===== src/core/pbdc_pkg.sv =====
// Purpose: Shared constants for the loop bandwidth and divider control block
// Assumes: Avalon-MM byte addressing, one 8-bit register per 32-bit word
// Notes: Byte addresses are four times the register index
package pbdc_pkg;
  // ==========================================================================
  // Register indices and address width
  // ==========================================================================
  localparam logic [7:0] IDX_FB_DIV_HIGH = 8'h38;
  localparam logic [7:0] IDX_FB_DIV_LOW = 8'h39;
  localparam logic [7:0] IDX_VCO_RANGE = 8'h3A;
  localparam logic [7:0] IDX_REF_DIV = 8'h3B;
  localparam logic [7:0] IDX_LOOP_CTRL = 8'h3C;
  localparam logic [7:0] IDX_LOOP_BW = 8'h3D;
  localparam logic [7:0] IDX_SYS_CTRL = 8'h3E;
  localparam int ADDR_W = 10;
  // ==========================================================================
  // Reset values
  // ==========================================================================
  localparam logic [11:0] RST_FB_DIV_N = 12'h040;
  localparam logic [7:0] RST_VCO_RANGE_L = 8'h40;
  localparam logic [3:0] RST_REF_DIV_R = 4'h1;
  // ==========================================================================
  // Loop control register fields
  // ==========================================================================
  localparam int LC_IRQ_EN = 7;
  localparam int LC_FLAG = 6;
  localparam int LC_POWER_ON = 5;
  localparam int LC_BASE_SEL = 4;
  // ==========================================================================
  // Loop bandwidth register fields
  // ==========================================================================
  localparam int BW_AUTO = 7;
  localparam int BW_SETTLED = 6;
  localparam int BW_TRACK = 5;
  // ==========================================================================
  // System control register fields
  // ==========================================================================
  localparam int SC_BREAK = 0;
  localparam int SC_BREAK_CLR = 1;
  localparam int SC_STOP = 2;
  localparam int SC_WAIT = 3;
endpackage


===== src/core/pbdc_top.sv =====
// Purpose: Digital control of a loop clock generator: bandwidth, dividers, lock flag
// Assumes: Analog loop outside; lock and track inputs come from the detector
// Notes: Avalon-MM slave, one wait state on every access
// Function
// - Automatic bit selects auto or manual bandwidth
// - Settled bit reads lock only in auto
// - Track bit: status in auto, control manual
// - Manual track value kept through auto mode
// - Reset clears track bit to acquisition
// - Feedback divider split high nibble, resets 64
// - Feedback divider zero acts as one
// - Divider and range writes ignored while powered
// - Range register holds multiplier, resets 64
// - Range zero disables loop, clears base select
// - Range zero refuses setting base select
// - Reference divider four bits, zero acts one
// - Lock change sets flag; enable gates request
// - Manual mode: no request, flag reads zero
// - Base select allowed while unlocked
// - Wait mode leaves generator state unchanged
// - Stop mode shuts loop analog down
// - Break protects flag unless clear allowed
// - Control register read clears lock flag
// - Power off refused while selected, and reverse
// - Irq enable ignores writes, reads zero manual
module pbdc_top (
  input wire logic sys_clk,
  input wire logic rst_n,
  input wire logic [pbdc_pkg::ADDR_W-1:0] avs_address,
  input wire logic avs_read,
  input wire logic avs_write,
  input wire logic [31:0] avs_writedata,
  input wire logic [3:0] avs_byteenable,
  output logic [31:0] avs_readdata,
  output logic avs_waitrequest,
  input wire logic freq_settled_async,
  input wire logic loop_tracking,
  output logic lock_irq,
  output logic loop_enable,
  output logic loop_analog_on,
  output logic base_clk_select,
  output logic fast_track_sel,
  output logic [11:0] feedback_div_n,
  output logic [7:0] vco_range_l,
  output logic [3:0] ref_div_r
);
  // ==========================================================================
  // Bus handshake: one wait state, accept on second cycle
  // ==========================================================================
  typedef enum logic [0:0] {
    PBDC_BUS_IDLE = 1'b0,
    PBDC_BUS_ACK = 1'b1
  } pbdc_bus_state_t;
  pbdc_bus_state_t bus_state_r;
  logic bus_ack;
  logic [7:0] idx;
  logic wr_acc;
  logic rd_acc;
  logic wr_lane0;
  assign idx = avs_address[9:2];
  assign bus_ack = (bus_state_r == PBDC_BUS_ACK);
  assign wr_acc = avs_write && bus_ack;
  assign rd_acc = avs_read && bus_ack;
  assign wr_lane0 = wr_acc && avs_byteenable[0];

  always_ff @(posedge sys_clk) begin
    if (!rst_n) begin
      bus_state_r <= PBDC_BUS_IDLE;
    end else begin
      case (bus_state_r)
        PBDC_BUS_IDLE: begin
          if (avs_read || avs_write) begin
            bus_state_r <= PBDC_BUS_ACK;
          end
        end
        // Always back to idle: a held request costs one idle cycle per access
        PBDC_BUS_ACK: begin
          bus_state_r <= PBDC_BUS_IDLE;
        end
        default: begin
          bus_state_r <= PBDC_BUS_IDLE;
        end
      endcase
    end
  end

  // Registered so the answer never hangs on a combinational path
  always_ff @(posedge sys_clk) begin
    if (!rst_n) begin
      avs_waitrequest <= 1'b1;
    end else begin
      avs_waitrequest <= !((avs_read || avs_write) && !bus_ack);
    end
  end

  // ==========================================================================
  // Control registers
  // ==========================================================================
  logic auto_r;
  logic track_shadow_r;
  logic irq_en_r;
  logic power_on_r;
  logic base_sel_r;
  logic break_r;
  logic break_clr_r;
  logic stop_r;
  logic wait_r;
  logic [11:0] fb_div_r;
  logic [7:0] range_r;
  logic [3:0] rdiv_r;
  logic [7:0] wd;
  logic range_zero;
  logic lock_s;
  assign wd = avs_writedata[7:0];
  assign range_zero = (range_r == 8'h00);

  // ==========================================================================
  // Write strobes
  // ==========================================================================
  logic wr_bw;
  logic wr_ctrl;
  logic wr_sys;
  logic wr_div;
  assign wr_bw = wr_lane0 && (idx == pbdc_pkg::IDX_LOOP_BW);
  assign wr_ctrl = wr_lane0 && (idx == pbdc_pkg::IDX_LOOP_CTRL);
  assign wr_sys = wr_lane0 && (idx == pbdc_pkg::IDX_SYS_CTRL);
  // Divider side is frozen while the loop runs
  assign wr_div = wr_lane0 && !power_on_r;

  always_ff @(posedge sys_clk) begin
    if (!rst_n) begin
      auto_r <= 1'b0;
      track_shadow_r <= 1'b0;
    end else if (wr_bw) begin
      auto_r <= wd[pbdc_pkg::BW_AUTO];
      // Write to settled bit is test-only; ignored here
      if (!auto_r) begin
        track_shadow_r <= wd[pbdc_pkg::BW_TRACK];
      end
    end
  end

  always_ff @(posedge sys_clk) begin
    if (!rst_n) begin
      irq_en_r <= 1'b0;
    end else if (!auto_r) begin
      irq_en_r <= 1'b0;
    end else if (wr_ctrl) begin
      irq_en_r <= wd[pbdc_pkg::LC_IRQ_EN];
    end
  end

  // Power on resets set so the loop settles during power-up
  always_ff @(posedge sys_clk) begin
    if (!rst_n) begin
      power_on_r <= 1'b1;
    end else if (wr_ctrl) begin
      // Clear also refused when this same write selects the loop clock
      if (wd[pbdc_pkg::LC_POWER_ON] || (!base_sel_r && !wd[pbdc_pkg::LC_BASE_SEL])) begin
        power_on_r <= wd[pbdc_pkg::LC_POWER_ON];
      end
    end
  end

  // Lock state not checked: software must verify lock first
  always_ff @(posedge sys_clk) begin
    if (!rst_n) begin
      base_sel_r <= 1'b0;
    end else if (range_zero) begin
      base_sel_r <= 1'b0;
    end else if (wr_ctrl) begin
      if (!wd[pbdc_pkg::LC_BASE_SEL] || power_on_r) begin
        base_sel_r <= wd[pbdc_pkg::LC_BASE_SEL];
      end
    end
  end

  always_ff @(posedge sys_clk) begin
    if (!rst_n) begin
      fb_div_r <= pbdc_pkg::RST_FB_DIV_N;
      range_r <= pbdc_pkg::RST_VCO_RANGE_L;
      rdiv_r <= pbdc_pkg::RST_REF_DIV_R;
    end else if (wr_div) begin
      case (idx)
        pbdc_pkg::IDX_FB_DIV_HIGH: fb_div_r[11:8] <= wd[3:0];
        pbdc_pkg::IDX_FB_DIV_LOW: fb_div_r[7:0] <= wd;
        pbdc_pkg::IDX_VCO_RANGE: range_r <= wd;
        pbdc_pkg::IDX_REF_DIV: rdiv_r <= wd[3:0];
        default: ;
      endcase
    end
  end

  // Wait state is recorded only; it never touches generator state
  always_ff @(posedge sys_clk) begin
    if (!rst_n) begin
      break_r <= 1'b0;
      break_clr_r <= 1'b0;
      stop_r <= 1'b0;
      wait_r <= 1'b0;
    end else if (wr_sys) begin
      break_r <= wd[pbdc_pkg::SC_BREAK];
      break_clr_r <= wd[pbdc_pkg::SC_BREAK_CLR];
      stop_r <= wd[pbdc_pkg::SC_STOP];
      wait_r <= wd[pbdc_pkg::SC_WAIT];
    end
  end

  // ==========================================================================
  // Lock detection and change flag
  // ==========================================================================
  logic sync1_r;
  logic sync2_r;
  logic lock_prev_r;
  logic flag_r;
  logic flag_clr;
  logic flag_seen_r;
  assign lock_s = sync2_r;

  // Only the second stage feeds the edge compare, never the first
  always_ff @(posedge sys_clk) begin
    if (!rst_n) begin
      sync1_r <= 1'b0;
      sync2_r <= 1'b0;
      lock_prev_r <= 1'b0;
    end else begin
      sync1_r <= freq_settled_async;
      sync2_r <= sync1_r;
      lock_prev_r <= sync2_r;
    end
  end

  // Flag value carried by the answer, captured with the read data.
  // Only a flag that software has seen is cleared, so a lock change
  // landing between capture and accept is not lost.
  always_ff @(posedge sys_clk) begin
    if (!rst_n) begin
      flag_seen_r <= 1'b0;
    end else if (avs_read && !bus_ack) begin
      flag_seen_r <= flag_r;
    end
  end

  // Read clear blocked in break unless clearing is allowed
  assign flag_clr = rd_acc && idx == pbdc_pkg::IDX_LOOP_CTRL && flag_seen_r
    && (!break_r || break_clr_r);

  always_ff @(posedge sys_clk) begin
    if (!rst_n) begin
      flag_r <= 1'b0;
    end else if (!auto_r) begin
      flag_r <= 1'b0;
    end else if (lock_s != lock_prev_r) begin
      flag_r <= 1'b1;
    end else if (flag_clr) begin
      flag_r <= 1'b0;
    end
  end

  // ==========================================================================
  // Read mux
  // ==========================================================================
  logic [7:0] rd_byte;
  logic settled_rd;
  logic track_rd;
  assign settled_rd = auto_r && lock_s;
  assign track_rd = auto_r ? loop_tracking : track_shadow_r;

  always_comb begin
    rd_byte = 8'h00;
    case (idx)
      pbdc_pkg::IDX_FB_DIV_HIGH: rd_byte = {4'h0, fb_div_r[11:8]};
      pbdc_pkg::IDX_FB_DIV_LOW: rd_byte = fb_div_r[7:0];
      pbdc_pkg::IDX_VCO_RANGE: rd_byte = range_r;
      pbdc_pkg::IDX_REF_DIV: rd_byte = {4'h0, rdiv_r};
      pbdc_pkg::IDX_LOOP_CTRL: begin
        rd_byte = {irq_en_r, flag_r, power_on_r, base_sel_r, 4'h0};
      end
      pbdc_pkg::IDX_LOOP_BW: begin
        rd_byte = {auto_r, settled_rd, track_rd, 5'h00};
      end
      pbdc_pkg::IDX_SYS_CTRL: begin
        rd_byte = {4'h0, wait_r, stop_r, break_clr_r, break_r};
      end
      default: rd_byte = 8'h00;
    endcase
  end

  // Loaded on the request edge so data stand when waitrequest is low
  always_ff @(posedge sys_clk) begin
    if (!rst_n) begin
      avs_readdata <= 32'h0000_0000;
    end else if (avs_read && !bus_ack) begin
      avs_readdata <= {24'h00_0000, rd_byte};
    end
  end

  // ==========================================================================
  // Outputs to the analog loop, all registered
  // ==========================================================================
  always_ff @(posedge sys_clk) begin
    if (!rst_n) begin
      lock_irq <= 1'b0;
    end else begin
      lock_irq <= auto_r && irq_en_r && flag_r;
    end
  end

  // Range zero and stop both take the analog side down
  always_ff @(posedge sys_clk) begin
    if (!rst_n) begin
      loop_enable <= 1'b0;
      loop_analog_on <= 1'b0;
    end else begin
      loop_enable <= power_on_r && !range_zero;
      loop_analog_on <= power_on_r && !range_zero && !stop_r;
    end
  end

  always_ff @(posedge sys_clk) begin
    if (!rst_n) begin
      base_clk_select <= 1'b0;
      fast_track_sel <= 1'b0;
    end else begin
      base_clk_select <= base_sel_r && !range_zero;
      fast_track_sel <= track_rd;
    end
  end

  // Zero divider codes leave as one so the analog divider never sees zero
  always_ff @(posedge sys_clk) begin
    if (!rst_n) begin
      feedback_div_n <= pbdc_pkg::RST_FB_DIV_N;
      vco_range_l <= pbdc_pkg::RST_VCO_RANGE_L;
      ref_div_r <= pbdc_pkg::RST_REF_DIV_R;
    end else begin
      feedback_div_n <= (fb_div_r == 12'h000) ? 12'h001 : fb_div_r;
      vco_range_l <= range_r;
      ref_div_r <= (rdiv_r == 4'h0) ? 4'h1 : rdiv_r;
    end
  end
endmodule


===== config.mk =====
export PLATFORM = sky130hd
export DESIGN_NAME = pbdc_top
export DESIGN_NICKNAME = d
export VERILOG_FILES = /design/src/core/pbdc_pkg.sv /design/src/core/pbdc_top.sv
export SDC_FILE = /design/constraint.sdc
export NUM_CORES = 1
export LEC_CHECK = 0
export BUFFER_PORTS_ARGS = -buffer_cell sky130_fd_sc_hd__clkbuf_2
export CORE_AREA = 2 2 92 94
export DETAILED_ROUTE_END_ITERATION = 12
export DIE_AREA = 0 0 94 96
export PLACE_DENSITY_LB_ADDON = 0.15
export SLEW_MARGIN = 5
export SYNTH_ARGS = -nofsm -noshare
export SYNTH_HDL_FRONTEND = slang
export SYNTH_SLANG_ARGS = --single-unit

===== constraint.sdc =====
create_clock -name sys_clk -period 1.65 [get_ports sys_clk]
set_input_delay 0.0825 -clock sys_clk [delete_from_list [all_inputs] [get_ports sys_clk]]
set_output_delay 0.0825 -clock sys_clk [all_outputs]
set_load 0.01 [all_outputs]

; After elaboration in Yosys (flattened, before gate mapping)
; Index checks and enable logic that the tools add are counted.
[totals]
register_bits = 77
latchBits = 0
ramBits = 0
mem_bits_ro = 0
in_bits = 52
word_cells = 94
n_memories = 0
[classes]
n_addsub = 0
n_mul = 0
div = 0
order_cmp = 0
eq_ne = 8
shifts = 0
mux = 7
n_bitwise = 3
n_reduce_logical = 46
[op_table]
columns = op, count
row1 = == test 8 x 6 -> 1 bit (second input constant), 7
row2 = case mux 8 bit (7 select lines), 1
row3 = logical AND 1 bit, 19
row4 = AND reduction 2 bit, 8
row5 = zero test 12 bit, 1
row6 = zero test 1 bit, 8
row7 = zero test 8 bit, 1
row8 = 2-to-1 mux 7 bit, 1
row9 = OR reduction 2 bit, 3
row10 = zero test 4 bit, 1
row11 = logical OR 1 bit, 4
row12 = 2-to-1 mux 1 bit, 4
row13 = inverter 1 bit, 3
row14 = case mux 1 bit (2 select lines), 1
row15 = nonzero test 2 bit, 1
row16 = != test 1 bit, 1

; Logic depth before layout (Yosys ltp)
; Gate-level depths: netlist of the first run.
[logic_depth]
word_depth = 6
mapped_depth = 6

; Worst setup path after synthesis of the first run
; Ideal clock, no wire load.
[synth_timing]
path_type = register -> register
from = register bus_state_r (netlist: bus_ack)
to = register avs_readdata[4]
setup_time_ns = 0.074
t_arrival_ns = 1.257
t_required_ns = 1.576
setup_slack_ns = 0.319
stages_incl_launch_ff = 6
synth_period_minus_slack_ns = 1.331
cell_sequence = dfxtp_1 nand2b_1 clkbuf_2 a2111oi_4 nand2_1 o21ai_0
[synth_between]
elab_chain_len = 2
[synth_lines]
columns = element, line
row1 = from (decl), pbdc_top.sv:54  ; pbdc_bus_state_t bus_state_r;
row2 = from (signal assigned), pbdc_top.sv:68  ; bus_state_r <= PBDC_BUS_IDLE;
row3 = from (signal assigned), pbdc_top.sv:73  ; bus_state_r <= PBDC_BUS_ACK;
row4 = from (signal assigned), pbdc_top.sv:78  ; bus_state_r <= PBDC_BUS_IDLE;
row5 = zero test 1 bit, pbdc_top.sv:293  ; end else if (avs_read && !bus_ack) begin
row6 = logical AND 1 bit, pbdc_top.sv:293
row7 = to (signal assigned), pbdc_top.sv:294  ; avs_readdata <= {24'h00_0000, rd_byte};
row8 = to (decl), pbdc_top.sv:34  ; output logic [31:0] avs_readdata,
; Every way passes these cells.
; A chain may end at the register's enable or synchronous reset.

; Final worst setup path of the first run
[layout_timing]
from = register bus_state_r (netlist: bus_ack)
to = register rdiv_r[2]
[layout_between]
elab_chain_len = 4
[layout_lines]
columns = element, line
row1 = logical AND 1 bit, pbdc_top.sv:62  ; assign wr_acc = avs_write && bus_ack;
row2 = logical AND 1 bit, pbdc_top.sv:64  ; assign wr_lane0 = wr_acc && avs_byteenable[0];
row3 = logical AND 1 bit, pbdc_top.sv:128  ; assign wr_div = wr_lane0 && !power_on_r;
row4 = AND reduction 2 bit (no source line), -
row5 = to (signal assigned), pbdc_top.sv:182  ; rdiv_r <= pbdc_pkg::RST_REF_DIV_R;
row6 = to (signal assigned), pbdc_top.sv:188  ; pbdc_pkg::IDX_REF_DIV: rdiv_r <= wd[3:0];
row7 = to (decl), pbdc_top.sv:110  ; logic [3:0] rdiv_r;
; Every way passes these cells.

==> out/metrics.sh, run 1 <==
FINAL_UTIL_PCT=45.9
HPWL_UM=5410
CLOCK-ROOT-BUFFER='clkbuf_8'
GLOBAL_ROUTE_WIRE_LENGTH_BEFORE_REPAIR_UM=11500
COMB_POWER_SHARE_PCT=6.5
FINAL-SETUP-VIOL-COUNT=0
DRIVE_ABOVE_1_SHARE_PCT=25.6
PWR-SHARE-CLK_PCT=36.6
POST_SYNTH_EDFFS=0
CRITICAL_PATH_PEAK_FANOUT=4
FINAL_AREA_UM2=3690
CLOCK_TREE_FROM_TRITONCTS='done'
GLOBAL_ROUTE.USAGE.TOTAL_PCT=16.9
SYN-MEAN-INSTANCE-AREA_UM2=9.99
PORT_BUFFERS=60
POST-ROUTE-WORST-SETUP-SLACK_NS=0.182
PATH_CLASS='flip-flop to flip-flop'
WL_UM=7270
FLOORPLAN.ROWS=33
HOLD_PATH.STARTPOINT='avs_writedata[5]'
AREA.SEQUENTIAL_UM2=1540
FINAL.PERIOD_UTILIZATION_PCT=88.9
REMAINING_DRC_ERRORS=0
FINALWORSTPATHREQUIREDPERIOD_NS=1.47
CLOCK.FMAX_GHz=0.681
FIRST_GLOBAL_VIAS=2218
REQUIRED_NS=1.88
POWER.DENSITY_nW_PER_UM2=889
WIRE_PER_INST_UM=14.7
LAUNCHING_POINT_OF_THE_WORST_REG2REG_PATH='bus_ack'
NFILLCELLS=807
FP.DIEH_UM=96
MOSTFREQUENTLAYOUTCELL='dfxtp_1'
YOSYS_REGISTER_BITS=77
ROUTE.DETAILED.VIAS_PER_INST=4.88
ROUTED-VIA-COUNT=2415
CLOCK_LATENCY_NS=0.35
CTS_POST_SETUP_BUFFERS_INSERTED=0
CLOCK_SKEW_NS=0.00412
YS_SEQ_AREA_SHARE_PCT=49.0
BUSIEST_LAYER='met2'
TOTAL_CTS_BUFFERS=9
GLOBALROUTEOVERFLOWTOTAL=0
CTS.CLK_SLEW.WORST_PATHS_NS=0.07
NUMBER_OF_ANTENNA_VIOLATIONS_AT_THE_FIRST_CHECK_IN_GLOBAL_ROUTING=0
MAX-CAP-VIOLATIONS=0
GLOBALROUTEMET2UTIL_PCT=26.0
SYNTH_ASYNC_SR_FLOP_SHARE_PCT=0
RRSETUPSLACK_NS=0.18
NETLIST-CELL-TYPE-COUNT=49
CRITPATHLAUNCHTYPE='flip-flop'
TIMING.FINAL.HOLD_VIOLATIONS=0
P_SEQ_SHARE_PCT=57.0
CRIT_START='bus_ack'
CTS_MAX_PATH_BUFFERS=2
CRITICAL_PATH.ENDPOINT_TYPE='flip-flop'
GLOBAL_ROUTE.USAGE.MET1_PCT=21.7
CTS.SINKS=77
TIMING.CRITICAL_PATH.ARRIVAL_NS=1.70
INITIALDRTVIOLATIONCOUNT=146
CRIT_PATH_END='rdiv_r[2]'
LAYOUT.CELLS.MOST_COMMON_LIST='dfxtp_1 (77), clkbuf_2 (60), nand2_1 (38)'
GRT_SETUP_UNREPAIRED='no'
P_INT_mW=2.47
YS_WARN_COUNT=0
INITIAL_CORE_UTIL_PCT=39.1
PEAKVDDDROP_mV=0.355
GRT_MAX_DEGREE=27
SYNTH_CELLS=315
YS.FLOP_TYPE='dfxtp_1'
PLACED_AREA_UM2=3510
FINAL_NET_COUNT=439
MAX_SLEW_VIOLATION_COUNT=0
MULTI_INPUT_AREA_UM2=1400
DPL.CELL_COUNT=479
SYN-CELL-AREA_UM2=3150
AREA.GROWTH.SYNTH_TO_FINAL_PCT=17.4
INSTANCES_NO_FILL=495
DIE_AREA_UM2=9020
GP_CONGESTION=0.780
DRT_PASS1_ITERATIONS=5
P_SW_uW=812
DESIGN.CORE.AREA_UM2=8050
ANTENNA_CELLS_INSERTED=0
REG2REGPATHDEPTH=4
POST-PLACE-WS_NS=0.140
GRTUSAGEMET3_PCT=5.25
DIE_W_UM=94
SETUP-TNS-FINAL_NS=0
CTS.HTREE.LEVELS=3
ANTENNA_VIOLATING_NETS_POST_ROUTE=0
STATUS='complete, no violations'
R2R_END='rdiv_r[2]'
MIN_PATH_TYPE='input port to flip-flop'
NETSWITCHINGFRACTION_PCT=24.8
NUMBER_OF_PORTS_PLACED_ON_THE_DIE_BOUNDARY=114
TOTALPOWERFINAL_mW=3.28
HOLDWS_NS=0.00724
P_LEAK_nW=1.64
==> critical path, stage by stage, from the launching register on <==
cell	delay (ns)
dfxtp_1	0.36
inv_1	0.10
nor4_4	0.41
nand3_1	0.30
mux2i_1	0.18
==> how the worst min path moves through the flow <==
stage	depth (start not counted)	end
2_1_floorplan	1	sync1_r
3_3_place_gp	2	sync1_r
3_5_place_dp	2	sync1_r
4_1_cts	3	power_on_r
5_1_grt	2	avs_waitrequest
6_report	3	power_on_r
==> metal layers <==
layer | up-vias | share of wire [%]
met1 | 1135 | 46
met2 | 84 | 46
li1 | 1187 | -
met3 | 9 | 6.5
met4 | 0 | 1.4
met5 | - | 0
==> kinds of logic (layout without fill, tap and decap cells) <==
family / count (synthesis) / count (layout) / synth area share [%]
and+or+nand+nor: 113 / 113 / 21.2
other: 1 / 24 / 0.119
AOI/OAI and AO/OA: 50 / 50 / 11.3
buffers and inverters: 51 / 103 / 9.55
DFF: 77 / 77 / 49.0
xor gates and xnor gates: 1 / 1 / 0.278
muxes: 22 / 22 / 8.59
==> final cells by class <==
class,instances,area share [%]
clock buffers,10,3.46
clock inverters,4,0.745
inverters,14,1.42
multi-input cells,210,37.8
flip-flops and latches,77,41.7
well taps,105,3.56
repair buffers,75,11.3
==> repair_timing <==
action,4_1_cts,5_1_grt
hold buffers,2,0
setup endpoints to repair,0,1
resized for setup,0,1
hold endpoints to repair,3,0
==> state kept, by name, summed over array words and instances, names as in the netlist, 4 cells and up <==
| register | flops |
|---|---|
| rdiv_r | 4 |
| ref_div_r | 4 |
| fb_div_r | 12 |
| feedback_div_n | 12 |
| vco_range_l | 8 |
| avs_readdata | 8 |
| range_r | 8 |
==> power by group through the flow <==
stage / Combinational [mW] / Clock [mW] / Sequential, mW
finish: 0.212 / 1.20 / 1.87
CTS: 0.212 / 1.24 / 1.87
global route: 0.234 / 1.31 / 1.87
global placement: 0.206 / 0 / 1.91
detailed placement: 0.207 / 0 / 1.91
floorplan: 0.170 / 0 / 1.92
==> synthesized netlist by cell type (3+ instances only) <==
cell	n	area share, %
nand3_1	12	1.9
inv_1	14	1.7
and2_1	19	3.8
a222oi_1	4	1.3
mux4_2	4	2.9
dfxtp_1	77	49
a21oi_1	6	0.95
clkbuf_1	7	0.84
o21ai_0	15	2.4
nand2_1	38	4.5
buf_4	26	6.2
o21ai_1	3	0.48
a31oi_1	3	0.60
nor3b_1	4	0.95
mux2i_1	18	5.7
nor2b_1	12	2.4
nor2_1	7	0.84
a22oi_1	4	0.95
nor4_1	5	0.99
No activity file was read; power rests on OpenSTA's default activity.
==> run 2: changes to the inputs <==
Settings changed: REMOVE_ABC_BUFFERS set to 1.
==> run 2 against run 1 <==
Compared with the run above:
- combinational power barely moved
- wire length fell by 0.33%
- maximum frequency rose by 3.3%
- critical path depth rose by 1
- utilization rose by 1.0 points
- clock power rose by 28%
- global-route usage fell by 0.12 points
- setup slack improved by 0.047 ns
- design area rose by 2.2%
- sequential power barely moved
- die area did not move
- critical endpoint is now avs_readdata[0]
==> out/metrics.sh, run 2 (synthesis gave the netlist of run 1 again) <==
STATUS='complete, no violations'
HPWL_UM=5400
TIMING.FINAL.HOLD_VIOLATIONS=0
PATH_CLASS='flip-flop to flip-flop'
LAUNCHING_POINT_OF_THE_WORST_REG2REG_PATH='bus_ack'
CLOCK_LATENCY_NS=0.35
INSTANCES_NO_FILL=500
WIRE_PER_INST_UM=14.5
CLOCK_TREE_FROM_TRITONCTS='done'
POWER.DENSITY_nW_PER_UM2=960
GLOBALROUTEOVERFLOWTOTAL=0
HOLDWS_NS=0.0286
LARGEST_REGS='fb_div_r: 12 flops, feedback_div_n: 12 flops'
CLOCK_SKEW_NS=0.00820
REMAINING_DRC_ERRORS=0
ANTENNA_VIOLATING_NETS_POST_ROUTE=0
ROUTE.DETAILED.VIAS_PER_INST=4.77
PEAKVDDDROP_mV=0.353
DPL.CELL_COUNT=480
CRITICAL_PATH_PEAK_FANOUT=5
MAX-CAP-VIOLATIONS=0
CTS_POST_SETUP_BUFFERS_INSERTED=0
CRITPATHLAUNCHTYPE='flip-flop'
CTS.CLK_SLEW.WORST_PATHS_NS=0.08
GP_CONGESTION=0.855
ROUTED-VIA-COUNT=2386
NUMBER_OF_ANTENNA_VIOLATIONS_AT_THE_FIRST_CHECK_IN_GLOBAL_ROUTING=0
SETUP-TNS-FINAL_NS=0
ANTENNA_CELLS_INSERTED=0
INITIAL_CORE_UTIL_PCT=39.1
MOSTFREQUENTLAYOUTCELL='dfxtp_1'
DRIVE_ABOVE_1_SHARE_PCT=25.8
AREA.GROWTH.SYNTH_TO_FINAL_PCT=20.0
PLACED_AREA_UM2=3520
FINAL.PERIOD_UTILIZATION_PCT=86.1
CTS_REPAIR_RESIZE_COUNT=0
DIE_W_UM=94
MIN_PATH_TYPE='input port to flip-flop'
CTS_MAX_PATH_BUFFERS=2
TIMING.CRITICAL_PATH.ARRIVAL_NS=1.68
GLOBAL_ROUTE.USAGE.TOTAL_PCT=16.7
FINAL_AREA_UM2=3780
FINAL-SETUP-VIOL-COUNT=0
FINAL_NET_COUNT=442
FP.DIEH_UM=96
CRITICAL_PATH.ENDPOINT_TYPE='flip-flop'
WL_UM=7240
MAX_SLEW_VIOLATION_COUNT=0
POSTCTSHOLDBUFS=4
CRIT_START='bus_ack'
FLOORPLAN.ROWS=33
CTS.SINKS=77
P_LEAK_nW=1.68
PORT_BUFFERS=60
HOLD_PATH.STARTPOINT='avs_writedata[0]'
FIRST_GLOBAL_VIAS=2149
DESIGN.CORE.AREA_UM2=8050
CTS.HTREE.LEVELS=3
CLOCK.FMAX_GHz=0.704
LAYOUT.CELLS.MOST_COMMON_LIST='dfxtp_1 (77), clkbuf_2 (60), nand2_1 (38)'
CLOCK-ROOT-BUFFER='clkbuf_8'
DIE_AREA_UM2=9020
DRT_PASS1_ITERATIONS=5
FINALWORSTPATHREQUIREDPERIOD_NS=1.42
GLOBAL_ROUTE_WIRE_LENGTH_BEFORE_REPAIR_UM=11200
REQUIRED_NS=1.91
GRT_SETUP_UNREPAIRED='no'
INITIALDRTVIOLATIONCOUNT=103
NUMBER_OF_PORTS_PLACED_ON_THE_DIE_BOUNDARY=114
TOTAL_CTS_BUFFERS=9
GRT_MAX_DEGREE=35
## run 2: worst max-delay path, stage by stage (launching register included)
cell and delay (ns):
dfxtp_1 0.33, nand2b_1 0.19, a2111oi_4 0.37, buf_4 0.21, a21oi_1 0.05, nor3b_1 0.18
## run 2: worst paths after layout
path	to	slack (ns)	cells after the start
setup / recovery	avs_readdata[0]	0.23	5
setup reg to reg	avs_readdata[0]	0.23	5
hold / removal	rdiv_r[0]	0.03	3
hold reg to reg	lock_s	0.44	1
## run 2: report_power, final
part,switching [mW],internal [mW]
registers,0.00399,1.87
logic,0.138,0.0758
clock network,0.690,0.852
total,0.832,2.79
## run 2: per-layer routing
layer | track usage [%] | wire length [um]
met3 | 3.84 | 391
met5 | 0 | 0
met4 | 5.92 | 98
met1 | 23.4 | 3540
met2 | 25.5 | 3210
## run 2: cell type report
type,instances,area (um2)
clock buffers,10,128
inverters,14,52.6
repair buffers,78,445
well taps,105,131
multi-input cells,210,1390
flip-flops and latches,77,1540
fillers,802,4280
clock inverters,6,87.6
## run 2: metrics by stage
stage / setup WS, ns / power (mW) / util [%]
4_1_cts: 0.227 / 3.66 / 46.9
3_3_place_gp: 0.175 / 2.12 / 43.7
5_1_grt: 0.0978 / 3.78 / 46.9
3_5_place_dp: 0.158 / 2.12 / 43.7
6_report: 0.229 / 3.63 / 46.9
2_1_floorplan: 0.190 / 2.01 / -
